===== src/pkg/pcst_pkg.sv =====
// Constants, register map and timing helpers for the chip select strobe timer.
// Assumes a single 200 MHz clock and a Wishbone classic register bus.
// How it works
// - Setup before strobe lasts field cycles plus one quarter: 3.25, 2.25, 1.25, 0.25 cycles.
// - Write strobe lasts strobe field plus one half instruction cycle.
// - Read strobe lasts strobe field plus three quarters instruction cycle.
// - Write hold lasts 3.25, 2.25, 1.25, 1.25 cycles for codes 11 to 00.
// - Read hold lasts a whole number of cycles equal to the hold field.
// - In acknowledge mode a zero strobe field gives up after at most 255 cycles.
`default_nettype none
package pcst_pkg;
    // Clock and instruction cycle timing.
    localparam int CLK_NS = 5;
    localparam int TCY_NS = 80;
    localparam int QUARTER_CLKS = (TCY_NS + 4 * CLK_NS - 1) / (4 * CLK_NS);
    localparam int ACK_TIMEOUT_TCY = 255;
    localparam logic [10:0] ACK_TIMEOUT_Q = 11'(ACK_TIMEOUT_TCY * 4);
    localparam logic [10:0] WR_HOLD_ZERO_Q = 11'h005;

    // Register byte offsets.
    localparam logic [7:0] OFS_MODE_TIMING = 8'h00;
    localparam logic [7:0] OFS_CTRL = 8'h04;
    localparam logic [7:0] OFS_ADDR = 8'h08;
    localparam logic [7:0] OFS_WDATA = 8'h0C;
    localparam logic [7:0] OFS_RDATA = 8'h10;
    localparam logic [7:0] OFS_STATUS = 8'h14;

    // Reset values.
    localparam logic [15:0] RST_MODE_TIMING = 16'h0000;
    localparam logic [15:0] RST_WORD = 16'h0000;

    // Field positions in the chip select mode timing register.
    localparam int POS_ACK_MODE = 14;
    localparam int POS_ALT_WAIT = 11;
    localparam int POS_SETUP = 6;
    localparam int POS_STROBE = 2;
    localparam int POS_HOLD = 0;
    localparam logic [15:0] MODE_TIMING_MASK = 16'hF8FF;
    localparam logic [1:0] ACK_MODE_TIMEOUT = 2'h1;

    // Control and status bit positions.
    localparam int POS_CTRL_START = 0;
    localparam int POS_CTRL_WRITE = 1;
    localparam int POS_STAT_BUSY = 0;
    localparam int POS_STAT_TIMEOUT = 1;

    // Access phase encoding, one-hot.
    typedef enum logic [3:0] {
        PCST_IDLE = 4'b0001,
        PCST_SETUP = 4'b0010,
        PCST_STROBE = 4'b0100,
        PCST_HOLD = 4'b1000
    } pcst_state_t;

    // Setup time in quarter cycles.
    function automatic logic [10:0] pcst_setup_q(input logic [1:0] f);
        return {7'h00, f, 2'b01};
    endfunction

    // Strobe width in quarter cycles, write or read.
    function automatic logic [10:0] pcst_strobe_q(input logic [3:0] f, input logic wr);
        return wr ? {5'h00, f, 2'b10} : {5'h00, f, 2'b11};
    endfunction

    // Hold time in quarter cycles, write or read.
    function automatic logic [10:0] pcst_hold_q(input logic [1:0] f, input logic wr);
        if (wr) begin
            return (f == 2'h0) ? WR_HOLD_ZERO_Q : {7'h00, f, 2'b01};
        end
        return {7'h00, f, 2'b00};
    endfunction

    // Acknowledge wait limit in quarter cycles.
    function automatic logic [10:0] pcst_ack_limit_q(input logic [3:0] f);
        return (f == 4'h0) ? ACK_TIMEOUT_Q : {5'h00, f, 2'b00};
    endfunction

    // Byte-lane merge of a bus write into a 16-bit register.
    function automatic logic [15:0] pcst_merge(input logic [15:0] old, input logic [31:0] d,
                                               input logic [3:0] sel);
        return {sel[1] ? d[15:8] : old[15:8], sel[0] ? d[7:0] : old[7:0]};
    endfunction
endpackage
`default_nettype wire


===== src/hw/pcst_qdiv.sv =====
// Quarter instruction cycle enable divider.
// Assumes clr comes from logic on the same clock; qen is a one-cycle pulse.
`default_nettype none
module pcst_qdiv
    import pcst_pkg::*;
#(
    parameter int DIV = QUARTER_CLKS
) (
    // Clock and reset.
    input wire logic clk,
    input wire logic rst,
    // Phase restart and quarter pulse.
    input wire logic clr,
    output logic qen
);
    localparam int CW = $clog2(DIV + 1);
    localparam logic [CW-1:0] LAST = CW'(DIV - 1);

    logic [CW-1:0] cnt_r;
    logic [CW-1:0] cnt_nxt;
    logic qen_r;
    logic qen_nxt;

    // A restart puts the count back to zero so phases line up with the access.
    always_comb begin
        cnt_nxt = (clr || cnt_r == LAST) ? '0 : cnt_r + CW'(1);
        qen_nxt = !clr && (cnt_r == LAST);
    end

    // Registers of the divider.
    always_ff @(posedge clk or posedge rst) begin
        if (rst) begin
            cnt_r <= '0;
            qen_r <= 1'b0;
        end else begin
            cnt_r <= cnt_nxt;
            qen_r <= qen_nxt;
        end
    end

    assign qen = qen_r;
endmodule
`default_nettype wire


===== src/hw/pcst_timing.sv =====
// Chip select strobe timer with a Wishbone classic register slave.
// Assumes external data and acknowledge pins are asynchronous to clk.
`default_nettype none
module pcst_timing
    import pcst_pkg::*;
#(
    parameter int AW = 16,
    parameter int DW = 16,
    parameter int QDIV = QUARTER_CLKS
) (
    // Clock and reset.
    input wire logic clk,
    input wire logic rst,
    // Wishbone classic slave.
    input wire logic wb_cyc_i,
    input wire logic wb_stb_i,
    input wire logic wb_we_i,
    input wire logic [7:0] wb_adr_i,
    input wire logic [31:0] wb_dat_i,
    input wire logic [3:0] wb_sel_i,
    output logic [31:0] wb_dat_o,
    output logic wb_ack_o,
    // External parallel port.
    output logic pm_cs_n,
    output logic pm_rd_strobe,
    output logic pm_wr_strobe,
    output logic [AW-1:0] pm_addr,
    output logic [DW-1:0] pm_data_o,
    output logic pm_data_oe,
    input wire logic [DW-1:0] pm_data_i,
    input wire logic external_acknowledge_input
);
    logic qen;
    logic start_go;

    // Bus side registers.
    logic [15:0] chip_select_mode_timing_r, chip_select_mode_timing_nxt;
    logic [AW-1:0] addr_reg_r, addr_reg_nxt;
    logic [DW-1:0] wdata_r, wdata_nxt;
    logic [DW-1:0] rdata_r, rdata_nxt;
    logic timeout_r, timeout_nxt;
    logic ack_r, ack_nxt;
    logic [31:0] dat_r, dat_nxt;
    logic go_wr_r, go_wr_nxt;

    // Access engine registers.
    pcst_state_t state_r, state_nxt;
    logic [10:0] cnt_r, cnt_nxt;
    logic [15:0] cfg_r, cfg_nxt;
    logic wr_r, wr_nxt;
    logic cs_n_r, cs_n_nxt;
    logic rds_r, rds_nxt;
    logic wrs_r, wrs_nxt;
    logic [AW-1:0] pa_r, pa_nxt;
    logic [DW-1:0] pd_r, pd_nxt;
    logic oe_r, oe_nxt;
    logic to_evt;
    logic rd_cap;

    // Pin synchronisers.
    logic [DW-1:0] din_m_r, din_s_r;
    logic ack_m_r, ack_s_r;

    // Field views of the latched configuration.
    logic [1:0] f_setup, f_hold, f_ackm;
    logic [3:0] f_strobe;
    logic ack_mode;
    assign f_setup = cfg_r[POS_SETUP +: 2];
    assign f_strobe = cfg_r[POS_STROBE +: 4];
    assign f_hold = cfg_r[POS_HOLD +: 2];
    assign f_ackm = cfg_r[POS_ACK_MODE +: 2];
    assign ack_mode = (f_ackm == ACK_MODE_TIMEOUT);

    logic bus_req, bus_wr, bus_rd;
    assign bus_req = wb_cyc_i && wb_stb_i && !ack_r;
    assign bus_wr = bus_req && wb_we_i;
    assign bus_rd = bus_req && !wb_we_i;
    assign start_go = bus_wr && (wb_adr_i == OFS_CTRL) && wb_sel_i[0]
                      && wb_dat_i[POS_CTRL_START] && (state_r == PCST_IDLE);

    // Quarter-cycle phase source, restarted at each access.
    pcst_qdiv #(.DIV(QDIV)) u_qdiv (
        .clk(clk),
        .rst(rst),
        .clr(start_go),
        .qen(qen)
    );

    // Two flip-flop synchronisers for the external data and acknowledge pins.
    always_ff @(posedge clk or posedge rst) begin
        if (rst) begin
            din_m_r <= '0;
            din_s_r <= '0;
            ack_m_r <= 1'b0;
            ack_s_r <= 1'b0;
        end else begin
            din_m_r <= pm_data_i;
            din_s_r <= din_m_r;
            ack_m_r <= external_acknowledge_input;
            ack_s_r <= ack_m_r;
        end
    end

    // Register file: decode, byte-lane writes, read mux and single-cycle ack.
    always_comb begin
        chip_select_mode_timing_nxt = chip_select_mode_timing_r;
        addr_reg_nxt = addr_reg_r;
        wdata_nxt = wdata_r;
        rdata_nxt = rd_cap ? din_s_r : rdata_r;
        timeout_nxt = timeout_r;
        go_wr_nxt = go_wr_r;
        ack_nxt = bus_req;
        dat_nxt = 32'h0000_0000;
        if (bus_wr) begin
            unique case (wb_adr_i)
                OFS_MODE_TIMING: chip_select_mode_timing_nxt =
                    pcst_merge(chip_select_mode_timing_r, wb_dat_i, wb_sel_i) & MODE_TIMING_MASK;
                OFS_ADDR: addr_reg_nxt = AW'(pcst_merge(16'(addr_reg_r), wb_dat_i, wb_sel_i));
                OFS_WDATA: wdata_nxt = DW'(pcst_merge(16'(wdata_r), wb_dat_i, wb_sel_i));
                OFS_CTRL: if (start_go) begin
                    go_wr_nxt = wb_dat_i[POS_CTRL_WRITE];
                end
                OFS_STATUS: if (wb_sel_i[0] && wb_dat_i[POS_STAT_TIMEOUT]) begin
                    timeout_nxt = 1'b0;
                end
                default: ;
            endcase
        end
        // A new time-out wins over a clear in the same cycle.
        if (to_evt) begin
            timeout_nxt = 1'b1;
        end
        if (bus_rd) begin
            unique case (wb_adr_i)
                OFS_MODE_TIMING: dat_nxt = {16'h0000, chip_select_mode_timing_r};
                OFS_CTRL: dat_nxt = {30'h0, go_wr_r, state_r != PCST_IDLE};
                OFS_ADDR: dat_nxt = 32'(addr_reg_r);
                OFS_WDATA: dat_nxt = 32'(wdata_r);
                OFS_RDATA: dat_nxt = 32'(rdata_r);
                OFS_STATUS: dat_nxt = {30'h0, timeout_r, state_r != PCST_IDLE};
                default: dat_nxt = 32'h0000_0000;
            endcase
        end
    end

    // Registers of the bus slave.
    always_ff @(posedge clk or posedge rst) begin
        if (rst) begin
            chip_select_mode_timing_r <= RST_MODE_TIMING;
            addr_reg_r <= AW'(RST_WORD);
            wdata_r <= DW'(RST_WORD);
            rdata_r <= DW'(RST_WORD);
            timeout_r <= 1'b0;
            go_wr_r <= 1'b0;
            ack_r <= 1'b0;
            dat_r <= 32'h0000_0000;
        end else begin
            chip_select_mode_timing_r <= chip_select_mode_timing_nxt;
            addr_reg_r <= addr_reg_nxt;
            wdata_r <= wdata_nxt;
            rdata_r <= rdata_nxt;
            timeout_r <= timeout_nxt;
            go_wr_r <= go_wr_nxt;
            ack_r <= ack_nxt;
            dat_r <= dat_nxt;
        end
    end

    // Access sequencer: counts quarter phases through setup, strobe and hold.
    always_comb begin
        state_nxt = state_r;
        cnt_nxt = cnt_r;
        cfg_nxt = cfg_r;
        wr_nxt = wr_r;
        pa_nxt = pa_r;
        pd_nxt = pd_r;
        to_evt = 1'b0;
        rd_cap = 1'b0;
        unique case (state_r)
            PCST_IDLE: if (start_go) begin
                cfg_nxt = chip_select_mode_timing_r;
                wr_nxt = wb_dat_i[POS_CTRL_WRITE];
                pa_nxt = addr_reg_r;
                pd_nxt = wdata_r;
                cnt_nxt = pcst_setup_q(chip_select_mode_timing_r[POS_SETUP +: 2]);
                state_nxt = PCST_SETUP;
            end
            PCST_SETUP: if (qen) begin
                if (cnt_r == 11'h001) begin
                    cnt_nxt = ack_mode ? pcst_ack_limit_q(f_strobe)
                                       : pcst_strobe_q(f_strobe, wr_r);
                    state_nxt = PCST_STROBE;
                end else begin
                    cnt_nxt = cnt_r - 11'h001;
                end
            end
            PCST_STROBE: if (qen) begin
                if (cnt_r == 11'h001 || (ack_mode && ack_s_r)) begin
                    to_evt = ack_mode && !ack_s_r;
                    rd_cap = !wr_r;
                    cnt_nxt = pcst_hold_q(f_hold, wr_r);
                    state_nxt = (pcst_hold_q(f_hold, wr_r) == 11'h000) ? PCST_IDLE
                                                                       : PCST_HOLD;
                end else begin
                    cnt_nxt = cnt_r - 11'h001;
                end
            end
            PCST_HOLD: if (qen) begin
                if (cnt_r == 11'h001) begin
                    state_nxt = PCST_IDLE;
                end else begin
                    cnt_nxt = cnt_r - 11'h001;
                end
            end
        endcase
        cs_n_nxt = (state_nxt == PCST_IDLE);
        rds_nxt = (state_nxt == PCST_STROBE) && !wr_nxt;
        wrs_nxt = (state_nxt == PCST_STROBE) && wr_nxt;
        oe_nxt = (state_nxt != PCST_IDLE) && wr_nxt;
    end

    // Registers of the sequencer and the pin drivers.
    always_ff @(posedge clk or posedge rst) begin
        if (rst) begin
            state_r <= PCST_IDLE;
            cnt_r <= 11'h000;
            cfg_r <= RST_MODE_TIMING;
            wr_r <= 1'b0;
            pa_r <= '0;
            pd_r <= '0;
            cs_n_r <= 1'b1;
            rds_r <= 1'b0;
            wrs_r <= 1'b0;
            oe_r <= 1'b0;
        end else begin
            state_r <= state_nxt;
            cnt_r <= cnt_nxt;
            cfg_r <= cfg_nxt;
            wr_r <= wr_nxt;
            pa_r <= pa_nxt;
            pd_r <= pd_nxt;
            cs_n_r <= cs_n_nxt;
            rds_r <= rds_nxt;
            wrs_r <= wrs_nxt;
            oe_r <= oe_nxt;
        end
    end

    assign wb_ack_o = ack_r;
    assign wb_dat_o = dat_r;
    assign pm_cs_n = cs_n_r;
    assign pm_rd_strobe = rds_r;
    assign pm_wr_strobe = wrs_r;
    assign pm_addr = pa_r;
    assign pm_data_o = pd_r;
    assign pm_data_oe = oe_r;

    // Helper for the checks: quarter pulses seen in the current phase.
    logic [10:0] phq_r;
    always_ff @(posedge clk or posedge rst) begin
        if (rst) begin
            phq_r <= 11'h000;
        end else begin
            phq_r <= (state_nxt != state_r) ? 11'h000 : phq_r + {10'h000, qen};
        end
    end
    logic leave;
    assign leave = (state_nxt != state_r) && (state_r != PCST_IDLE);

    property p_setup_len;
        @(posedge clk) disable iff (rst)
        (leave && state_r == PCST_SETUP) |-> (phq_r + 11'h001 == {7'h00, f_setup, 2'b01});
    endproperty
    a_setup_len: assert property (p_setup_len) else $error("setup length wrong");

    property p_wr_strobe_len;
        @(posedge clk) disable iff (rst)
        (leave && state_r == PCST_STROBE && wr_r && !ack_mode)
            |-> (phq_r + 11'h001 == {5'h00, f_strobe, 2'b10});
    endproperty
    a_wr_strobe_len: assert property (p_wr_strobe_len) else $error("write strobe wrong");

    property p_rd_strobe_len;
        @(posedge clk) disable iff (rst)
        (leave && state_r == PCST_STROBE && !wr_r && !ack_mode)
            |-> (phq_r + 11'h001 == {5'h00, f_strobe, 2'b11});
    endproperty
    a_rd_strobe_len: assert property (p_rd_strobe_len) else $error("read strobe wrong");

    property p_wr_hold_len;
        @(posedge clk) disable iff (rst)
        (leave && state_r == PCST_HOLD && wr_r) |-> (phq_r + 11'h001 == pcst_hold_q(f_hold, 1'b1));
    endproperty
    a_wr_hold_len: assert property (p_wr_hold_len) else $error("write hold wrong");

    property p_rd_hold_len;
        @(posedge clk) disable iff (rst)
        (leave && state_r == PCST_STROBE && !wr_r)
            |-> ((f_hold == 2'h0) == (state_nxt == PCST_IDLE));
    endproperty
    a_rd_hold_len: assert property (p_rd_hold_len) else $error("read hold skip wrong");

    property p_ack_limit;
        @(posedge clk) disable iff (rst)
        (state_r == PCST_STROBE && ack_mode) |-> (phq_r < pcst_ack_limit_q(f_strobe));
    endproperty
    a_ack_limit: assert property (p_ack_limit) else $error("ack wait past limit");

    property p_order;
        @(posedge clk) disable iff (rst)
        $rose(state_r == PCST_STROBE) |-> $past(state_r) == PCST_SETUP;
    endproperty
    a_order: assert property (p_order) else $error("strobe not after setup");

    property p_pins;
        @(posedge clk) disable iff (rst)
        (pm_rd_strobe || pm_wr_strobe) |-> !pm_cs_n && !(pm_rd_strobe && pm_wr_strobe);
    endproperty
    a_pins: assert property (p_pins) else $error("strobe without chip select");

    property p_timeout_flag;
        @(posedge clk) disable iff (rst)
        to_evt |=> timeout_r;
    endproperty
    a_timeout_flag: assert property (p_timeout_flag) else $error("time-out not flagged");

    c_write: cover property (@(posedge clk) disable iff (rst) $fell(pm_wr_strobe));
    c_read: cover property (@(posedge clk) disable iff (rst) $fell(pm_rd_strobe));
    c_timeout: cover property (@(posedge clk) disable iff (rst) to_evt);
endmodule
`default_nettype wire


===== config.mk =====
export PLATFORM = sky130hd
export DESIGN_NAME = pcst_timing
export DESIGN_NICKNAME = d
export VERILOG_FILES = /design/src/pkg/pcst_pkg.sv /design/src/hw/pcst_qdiv.sv /design/src/hw/pcst_timing.sv
export SDC_FILE = /design/constraint.sdc
export NUM_CORES = 1
export LEC_CHECK = 0
export BUFFER_PORTS_ARGS = -buffer_cell sky130_fd_sc_hd__buf_2
export CELL_PAD_IN_SITES_DETAIL_PLACEMENT = 1
export CELL_PAD_IN_SITES_GLOBAL_PLACEMENT = 1
export CORE_UTILIZATION = 49
export DETAILED_ROUTE_END_ITERATION = 6
export PLACE_DENSITY = 0.9
export SLEW_MARGIN = 20
export SYNTH_ARGS = -nofsm -noshare
export SYNTH_HDL_FRONTEND = slang
export SYNTH_SLANG_ARGS = --single-unit

===== constraint.sdc =====
create_clock -name clk -period 14.5 [get_ports clk]
set_clock_uncertainty 0.2 [all_clocks]
set_input_delay 0.725 -clock clk [delete_from_list [all_inputs] [get_ports clk]]
set_output_delay 0.725 -clock clk [all_outputs]
set_load 0.01 [all_outputs]

==> results of run 1 <==
## layout by cell type, fill, tap and decap left out, drive strengths merged, types with 3 or more instances in the layout
cell | Yosys | routed
o21ai | 14 | 14
a211oi | 5 | 5
buf | 33 | 108
o31ai | 4 | 4
a222oi | 12 | 12
nor4 | 6 | 6
or3 | 6 | 6
nor4b | 4 | 4
nor2 | 15 | 15
or4b | 3 | 3
conb | 1 | 16
ha | 4 | 4
nand2 | 27 | 27
a22oi | 7 | 7
nor2b | 6 | 6
nand3b | 6 | 6
nor3 | 14 | 14
nand2b | 5 | 5
mux2i | 4 | 4
dfrtp | 176 | 176
or4 | 4 | 4
clkbuf | 9 | 17
nand4 | 4 | 4
inv | 11 | 18
a21oi | 28 | 28
a31oi | 6 | 6
mux2 | 102 | 102
o41ai | 3 | 3
clkinv | 0 | 6
nor3b | 5 | 5
## final cells by class
cell class	count	share of cell area [%]
sequential	178	51.3
clock inverter	14	1.91
antenna	1	0.0288
multi-input combinational	340	32.2
clock buffer	17	4.89
inverter	11	0.533
tap	184	2.65
timing repair buffer	108	6.49
## power by group through the flow
| stage | sequential (mW) | combinational [mW] | clock (mW) |
|---|---|---|---|
| floorplan | 0.535 | 0.0769 | 0 |
| global placement | 0.541 | 0.0898 | 0 |
| detailed placement | 0.543 | 0.0947 | 0 |
| CTS | 0.534 | 0.0981 | 0.466 |
| global route | 0.538 | 0.111 | 0.487 |
| finish | 0.535 | 0.100 | 0.470 |
## state kept, by name, indices dropped and copies added (netlist names), 3 cells and up
name	flops
u_qdiv.cnt_r	3
chip_select_mode_timing_r	13
pm_data_o	16
cnt_r	11
cfg_r	8
rdata_r	16
pm_addr	16
wb_dat_o	16
din_s_r	16
addr_reg_r	16
wdata_r	16
state_r	4
din_m_r	16
## cells in the mapped netlist, types with 7 or more instances
| master | count | area share, % |
|---|---|---|
| inv_1 | 11 | 0.55 |
| clkbuf_1 | 9 | 0.45 |
| a22oi_1 | 7 | 0.70 |
| dfrtp_1 | 176 | 59 |
| nor2_1 | 15 | 0.75 |
| nor3_1 | 14 | 0.94 |
| a21oi_1 | 28 | 1.9 |
| buf_2 | 13 | 0.87 |
| o21ai_0 | 13 | 0.87 |
| nand2_1 | 27 | 1.4 |
| buf_4 | 17 | 1.7 |
| mux2_2 | 92 | 14 |
| a222oi_1 | 12 | 1.6 |
| mux2_4 | 10 | 2.0 |
## metrics by stage
stage,power (mW),setup WS [ps],utilization [%],std cells,hold WS [ps]
3_3_place_gp,0.631,10840,55.0,821,133
2_1_floorplan,0.612,8750,-,571,131
6_report,1.11,10840,59.1,853,153
3_5_place_dp,0.638,10610,55.0,821,136
4_1_cts,1.10,11130,59.1,852,154
5_1_grt,1.14,10800,59.1,852,157
## worst max-delay path by stage
| stage | cells past startpoint | endpoint |
|---|---|---|
| 5_1_grt | 7 | wdata_r[7]$_DFFE_PP0P_ |
| 6_report | 7 | wdata_r[7]$_DFFE_PP0P_ |
| 4_1_cts | 7 | wdata_r[3]$_DFFE_PP0P_ |
| 3_5_place_dp | 7 | wdata_r[1]$_DFFE_PP0P_ |
| 3_3_place_gp | 7 | wdata_r[4]$_DFFE_PP0P_ |
| 2_1_floorplan | 1 | ack_m_r$_DFF_PP0_ |
## routing by layer
layer / share of wire (%) / global-route usage (%) / wire (um)
met4: 5.6 / 15.5 / 1440
met1: 37 / 36.7 / 9430
met3: 6.4 / 6.72 / 1650
met5: 0 / 0 / 0
met2: 51 / 55.8 / 13300
## cells by family (layout without fill, tap and decap cells)
group	after synthesis	after routing	share of synthesized area [%]
mux	106	106	16.4
compound gates	97	97	9.50
flops	178	178	59.6
buf+inv	53	150	3.93
xor+xnor	3	3	0.351
other cells	1	17	0.0501
simple gates	114	114	9.53
fa+ha+maj	4	4	0.669
==> impl_metrics.csv, run 1 <==
group,metric,value,unit
synthesis,syn_avg_cell_area,13.5,um^2
synthesis,yosys.cell_types.count,64,
clocking,clkTransAtPathRegs,70,ps
global_routing,grt_pass1_wl,36700,um
clocking,cts_resized,0,
status,violations,"DRC",
detailed_routing,avgViaCountPerCell,6.59,
global_routing,antenna_found_initial,1,
pwr,power.switching,310,uW
detailed_routing,antenna_left,0,
pwr,p_clk_share,42.5,%
clocking,cts_buffers,17,
floorplanning,initial_utilization,50.9,%
synthesis,netlist_area,7480,um^2
pwr,pwr_density_cell,127,nW/um^2
floorplanning,rows,44,
sta,fin_crit_sh,25.2,%
critical_path,slowest_stage,"nor2b_1",
sta,tns,0,ps
clocking,tritoncts,"built",
min_path,hp-start,"din_m_r[4]$_DFF_PP0_",
detailed_routing,drtIter0Drc,570,
global_routing,grt_overflow,0,
layout,design_area,8690,um^2
sta,slew_viol_final,0,
pwr,combPwrFrac,9.1,%
synthesis,synth_edf_count,0,
detailed_routing,drc,13,
layout,drive_gt1_share,39.5,%
sta,rsz0062_at_grt,"false",
synthesis,synthArstFlopShare,100,%
layout,multi_input_comb_area,2800,um^2
floorplanning,die_y,126,um
pwr,p_sw_share,28.0,%
detailed_routing,wl_per_cell,30.2,um
status,status,"finished, violations left",
clocking,clk_latency,450,ps
detailed_routing,first_pass_iters,7,
global_routing,grt_pass1_vias,5927,
min_path,hold_path.class,"flop to flop",
placed_design,place_area,8090,um^2
clocking,hold_buffers,0,
layout,area_delta_synth_final,16.2,%
critical_path,worstSetupPathType,"input pin to flop",
flow_run,drv_cap,0,
layout,final_nets,726,
clocking,cts_sinks,178,
synthesis,yosysWarnings,0,
critical_path,crit_required,14630,ps
pwr,p_int,796,uW
floorplanning,die_w,126,um
floorplanning,core_area,14700,um^2
placed_design,hpwl,14200,um
pwr,power_frac_seq,48.4,%
synthesis,ys_seq_elements,178,
critical_path,startpoint,"wb_adr_i[1]",
placed_design,place_congestion,0.851,
global_routing,grt_max_degree,99,
clocking,htreeDepth,4,
critical_path,r2r-start,"state_r[3]$_DFF_PP0_",
critical_path,rr_endpoint,"cnt_r[9]$_DFFE_PP0P_",
placed_design,io_buffers,100,
floorplanning,dieArea,15800,um^2
synthesis,seq_area_frac_synth,59.6,%
min_path,whs_path_depth,0,
sta,min_period,3660,ps
layout,seqCellArea,4460,um^2
critical_path,endpoint_kind,"flop",
sta,max-slew-margin-rel,10.9,%
clocking,post-cts-setup-buffer-count,0,
synthesis,synthCells,556,
detailed_routing,vias,5619,
sta,tightest_slew,1330,ps
critical_path,worstPathArrival,3790,ps
pwr,p_leak,4.26,nW
critical_path,crit_path_max_incr_delay,810,ps
critical_path,r2r_setup_slack,11470,ps
critical_path,worst-path-max-fanout,13,
critical_path,reg2reg_depth,5,
critical_path,cp.buffers_inverters,2,
sta,fmax,273,MHz
critical_path,path_cells,"buf_2, nor2_1, nand2_1, nor4b_2, buf_4, nor2b_1, mux2_2",
sta,final_hold_viol_count,0,
critical_path,crit_family,"simple AND/OR/NAND/NOR gates",
layout,nFillCells,1425,
pwr,peakVddDrop,0.111,mV
min_path,whs_endpoint,"din_s_r[4]$_DFF_PP0_",
critical_path,crit_path_start_kind,"input pin",
synthesis,ys.flop_type,"dfrtp_1",
sta,setup_viol,0,
clocking,ctsRootBufferMaster,"clkbuf_16",
detailed_routing,drt-total-wl,25800,um
global_routing,groute.usage.overall,31.7,%
floorplanning,io_pins,135,
clocking,clockBufferDepth,2,
Note: power is estimated with default switching activity, not from simulation.
==> run 2: changes to the inputs <==
--- a/config.mk
+++ b/config.mk
@@ -8,9 +8,9 @@
 export BUFFER_PORTS_ARGS = -buffer_cell sky130_fd_sc_hd__buf_2
 export CELL_PAD_IN_SITES_DETAIL_PLACEMENT = 1
 export CELL_PAD_IN_SITES_GLOBAL_PLACEMENT = 1
-export CORE_UTILIZATION = 49
+export CORE_UTILIZATION = 45
 export DETAILED_ROUTE_END_ITERATION = 6
-export PLACE_DENSITY = 0.9
+export PLACE_DENSITY = 0.84
 export SLEW_MARGIN = 20
 export SYNTH_ARGS = -nofsm -noshare
 export SYNTH_HDL_FRONTEND = slang
==> constraint.sdc (replaced) <==
create_clock -name clk -period 3.8 [get_ports clk]
set_clock_uncertainty 0.2 [all_clocks]
set_input_delay 0.19 -clock clk [delete_from_list [all_inputs] [get_ports clk]]
set_output_delay 0.19 -clock clk [all_outputs]
set_load 0.01 [all_outputs]
==> impl_metrics.csv, run 2 (synthesis results as in run 1) <==
group,metric,value,unit
pwr,pwr_density_cell,462,nW/um^2
floorplanning,die_y,131,um
placed_design,hpwl,12900,um
placed_design,place_congestion,0.846,
sta,slew_viol_final,0,
sta,setup_viol,0,
placed_design,io_buffers,100,
layout,multi_input_comb_area,2800,um^2
critical_path,rr_endpoint,"rdata_r[6]$_DFFE_PP0P_",
clocking,cts_sinks,178,
detailed_routing,wl_per_cell,24.1,um
layout,final_common_cell,"dfrtp_1",
detailed_routing,drtIter0Drc,501,
layout,layout_common_cells,"176 x dfrtp_1, 100 x buf_2, 92 x mux2_2",
critical_path,crit_path_max_incr_delay,510,ps
sta,rsz0062_at_grt,"false",
min_path,whs_path_depth,5,
global_routing,grt_overflow,0,
critical_path,crit_family,"simple AND/OR/NAND/NOR gates",
min_path,hp-start,"wb_adr_i[6]",
detailed_routing,drc,0,
layout,nFillCells,1589,
clocking,clk_latency,440,ps
critical_path,slowest_stage,"or4b_4",
clocking,tritoncts,"built",
critical_path,worstSetupPathType,"flop to flop",
global_routing,antenna_found_initial,0,
global_routing,grt_pass1_vias,5916,
critical_path,r2r_setup_slack,950,ps
detailed_routing,antenna_left,0,
critical_path,worstPathArrival,2970,ps
clocking,htreeDepth,4,
critical_path,path_cells,"inv_1, ha_1, or4b_4, o31ai_4, nand4b_4, mux2_4",
sta,fin_crit_sh,74.9,%
floorplanning,rows,46,
clocking,clockBufferDepth,2,
floorplanning,dieArea,17100,um^2
critical_path,r2r-start,"cnt_r[1]$_DFFE_PP0P_",
layout,final_nets,769,
clocking,cts_buffers,17,
sta,min_period,2850,ps
critical_path,worst-path-max-fanout,16,
critical_path,endpoint_kind,"flop",
pwr,p_leak,4.45,nW
critical_path,reg2reg_depth,6,
layout,drive_gt1_share,37.6,%
critical_path,cp.buffers_inverters,1,
sta,tightest_slew,1020,ps
global_routing,groute.usage.overall,28.3,%
clocking,ctsRootBufferMaster,"clkbuf_16",
floorplanning,core_area,16100,um^2
pwr,peakVddDrop,0.330,mV
detailed_routing,vias,5383,
layout,seqCellArea,4460,um^2
sta,fmax,351,MHz
floorplanning,io_pins,135,
sta,final_hold_viol_count,0,
global_routing,grt_pass1_wl,35400,um
min_path,whs_endpoint,"timeout_r$_DFFE_PP0P_",
detailed_routing,drt-total-wl,22400,um
critical_path,crit_path_start_kind,"flop",
clocking,clkTransAtPathRegs,80,ps
detailed_routing,first_pass_iters,5,
pwr,power,4.24,mW
flow_run,drv_cap,0,
global_routing,grt_max_degree,179,
detailed_routing,avgViaCountPerCell,5.79,
critical_path,crit_required,3930,ps
status,status,"finished clean",
layout,area_delta_synth_final,22.6,%
sta,max-slew-margin-rel,32.0,%
sta,tns,0,ps
min_path,hold_path.class,"input pin to flop",
floorplanning,die_w,131,um
floorplanning,initial_utilization,46.6,%
-- run 2: tightest hold or removal path, delay by kind of cell --
| family | cells | cell delay, ps |
|---|---|---|
| AO/OA/AOI/OAI | 2 | 170 |
| buffers and inverters | 1 | 100 |
| AND/OR/NAND/NOR | 2 | 200 |
-- run 2: how the worst max path moves through the flow --
stage | start | endpoint | slack (ps) | depth (start not counted)
final | cnt_r[1]$_DFFE_PP0P_ | rdata_r[6]$_DFFE_PP0P_ | 950 | 6
after global routing | cnt_r[1]$_DFFE_PP0P_ | rdata_r[6]$_DFFE_PP0P_ | 850 | 6
after CTS | cnt_r[1]$_DFFE_PP0P_ | rdata_r[6]$_DFFE_PP0P_ | 960 | 6
after detailed placement | cnt_r[1]$_DFFE_PP0P_ | rdata_r[8]$_DFFE_PP0P_ | 1000 | 6
after global placement | cnt_r[1]$_DFFE_PP0P_ | rdata_r[5]$_DFFE_PP0P_ | 1080 | 6
after floorplan | rst | ack_m_r$_DFF_PP0_ | 1130 | 1
-- run 2: metrics by stage --
step	cells	hold WS, ps	utilization [%]	area [um^2]	setup WS (ps)
6_report	929	66.5	57.1	9180	954
2_1_floorplan	571	21.4	-	7540	1130
3_3_place_gp	857	97.9	50.9	8170	1080
5_1_grt	928	79.9	57.1	9170	845
4_1_cts	928	22.9	57.1	9160	958
3_5_place_dp	857	100	50.9	8170	998
-- run 2: power by group --
group          switching (mW)  internal [mW]
sequential             0.0873           1.96
combinational           0.236          0.171
clock                   0.888          0.905
-- run 2: final cells by class --
class / instances / share of cell area (%)
Sequential cell: 178 / 48.6
Multi-Input combinational cell: 340 / 30.6
Timing Repair Buffer: 151 / 10.8
Clock buffer: 18 / 4.79
Tap cell: 216 / 2.95
Clock inverter: 14 / 1.79
Inverter: 11 / 0.491
Antenna cell: 1 / 0.0273
-- run 2: metal layers --
metal	track usage, %	share of wire (%)	wire length [um]
met1	33.5	39	8670
met2	49.1	53	11900
met3	6.03	5.1	1150
met4	13.7	3.3	748
met5	0	0	0
-- run 2: what timing repair did --
action / in CTS / in global routing
endpoints found under the hold margin: 244 / 0
resized for setup: 0 / 0
endpoints found under the setup margin: 0 / 0
buffers inserted: 0 / 0
hold buffers: 39 / 0
==> run 3: changes to the inputs <==
==> constraint.sdc (replaced) <==
create_clock -name clk -period 2.8 [get_ports clk]
set_clock_uncertainty 0.2 [all_clocks]
set_input_delay 0.14 -clock clk [delete_from_list [all_inputs] [get_ports clk]]
set_output_delay 0.14 -clock clk [all_outputs]
set_load 0.01 [all_outputs]
==> impl_metrics.csv, run 3 (synthesis results as in run 1) <==
group,metric,value,unit
layout,final_nets,789,
sta,rsz0062_at_grt,"false",
layout,area_delta_synth_final,25.1,%
min_path,hp-start,"wb_cyc_i",
detailed_routing,wl_per_cell,27.1,um
status,status,"finished, violations left",
placed_design,place_area,8290,um^2
sta,fin_crit_sh,94.6,%
pwr,pwr_density_cell,616,nW/um^2
global_routing,antenna_found_initial,1,
detailed_routing,vias,5695,
layout,seqCellArea,4460,um^2
clocking,tritoncts,"built",
clocking,ctsRootBufferMaster,"clkbuf_16",
detailed_routing,drt-total-wl,25700,um
layout,finalNonFillerCells,949,
floorplanning,die_y,131,um
sta,fmax,377,MHz
clocking,cts_buffers,17,
global_routing,groute.usage.overall,31.7,%
layout,design_area,9360,um^2
flow_run,drv_cap,0,
sta,min_period,2650,ps
floorplanning,io_pins,135,
sta,final_hold_viol_count,0,
pwr,p_leak,4.55,nW
placed_design,io_buffers,100,
status,violations,"DRC",
layout,drive_gt1_share,38.7,%
min_path,hold_path.class,"input pin to flop",
critical_path,worstSetupPathType,"flop to flop",
critical_path,endpoint_kind,"flop",
critical_path,startpoint,"state_r[2]$_DFF_PP0_",
critical_path,crit_path_start_kind,"flop",
layout,final_util,58.3,%
clocking,clockBufferDepth,2,
layout,final_common_cell,"dfrtp_1",
critical_path,r2r-start,"state_r[2]$_DFF_PP0_",
global_routing,grt_pass1_wl,38700,um
layout,multi_input_comb_area,2800,um^2
sta,slew_viol_final,0,
critical_path,worst-path-max-fanout,15,
global_routing,grt_pass1_vias,6268,
floorplanning,rows,46,
global_routing,grt_max_degree,64,
layout,nFillCells,1566,
sta,max-slew-margin-rel,58.5,%
clocking,cts_sinks,178,
clocking,htreeDepth,4,
floorplanning,dieArea,17100,um^2
placed_design,dp_cells,869,
floorplanning,die_w,131,um
clocking,clk_latency,440,ps
floorplanning,core_area,16100,um^2
detailed_routing,avgViaCountPerCell,6.00,
critical_path,crit_required,2930,ps
sta,tns,0,ps
clocking,clkTransAtPathRegs,70,ps
detailed_routing,drtIter0Drc,425,
global_routing,grt_overflow,0,
detailed_routing,first_pass_iters,7,
pwr,power,5.76,mW
critical_path,worstPathArrival,2780,ps
sta,tightest_slew,623,ps
layout,layout_common_cells,"176 x dfrtp_1, 100 x buf_2, 92 x mux2_2",
pwr,peakVddDrop,0.450,mV
placed_design,place_congestion,0.884,
detailed_routing,antenna_left,0,
placed_design,hpwl,14000,um
sta,setup_viol,0,
floorplanning,initial_utilization,46.6,%
detailed_routing,drc,2,
-- run 3: critical path: stages, from the launching register on --
cell	delay (ps)
dfrtp_1	550
or4b_1	670
or4_4	500
o221ai_2	240
a211oi_2	160
a211oi_1	230
-- run 3: area by class of cell --
cell class | count | share of cell area, %
sequential | 178 | 47.6
multi-input combinational | 340 | 29.9
timing repair buffer | 171 | 12.8
clock buffer | 18 | 4.58
tap | 216 | 2.89
clock inverter | 14 | 1.72
inverter | 11 | 0.481
antenna | 1 | 0.0267
-- run 3: final timing paths --
kind                                               to  slack (ps)  depth (start not counted)
worst max-delay path             cnt_r[7]$_DFFE_PP0P_         150                          5
worst min-delay path            wb_dat_o[1]$_DFF_PP0_          30                          4
worst max register to register   cnt_r[7]$_DFFE_PP0P_         150                          5
worst min register to register   din_s_r[9]$_DFF_PP0_         150                          0
max in group asynchronous        din_s_r[8]$_DFF_PP0_        1570                          4
min in group asynchronous           ack_m_r$_DFF_PP0_          80                          3
-- run 3: repair_timing --
item                                    CTS  global route
setup buffers                             0             3
endpoints found under the setup margin    0             7
resized for setup                         0             1
endpoints found under the hold margin   214             0
hold buffers                             44             0
-- run 3: per-layer routing --
metal	GRT usage [%]	wire, um
met1	36.0	9350
met2	56.0	13500
met3	5.94	1530
met4	18.3	1390
met5	0	0
-- run 3: power breakdown --
part           switching [mW]  internal (mW)  total [mW]
Clock                    1.21           1.20        2.42
Combinational           0.329          0.245       0.575
Sequential              0.117           2.66        2.77
-- run 3: stage by stage --
step	hold WS, ps	worst slack [ps]
after CTS	8.73	106
after global routing	33.8	22.7
after global placement	-4.92	229
after floorplan	-28.6	181
final	32.2	151
after detailed placement	-6.54	156
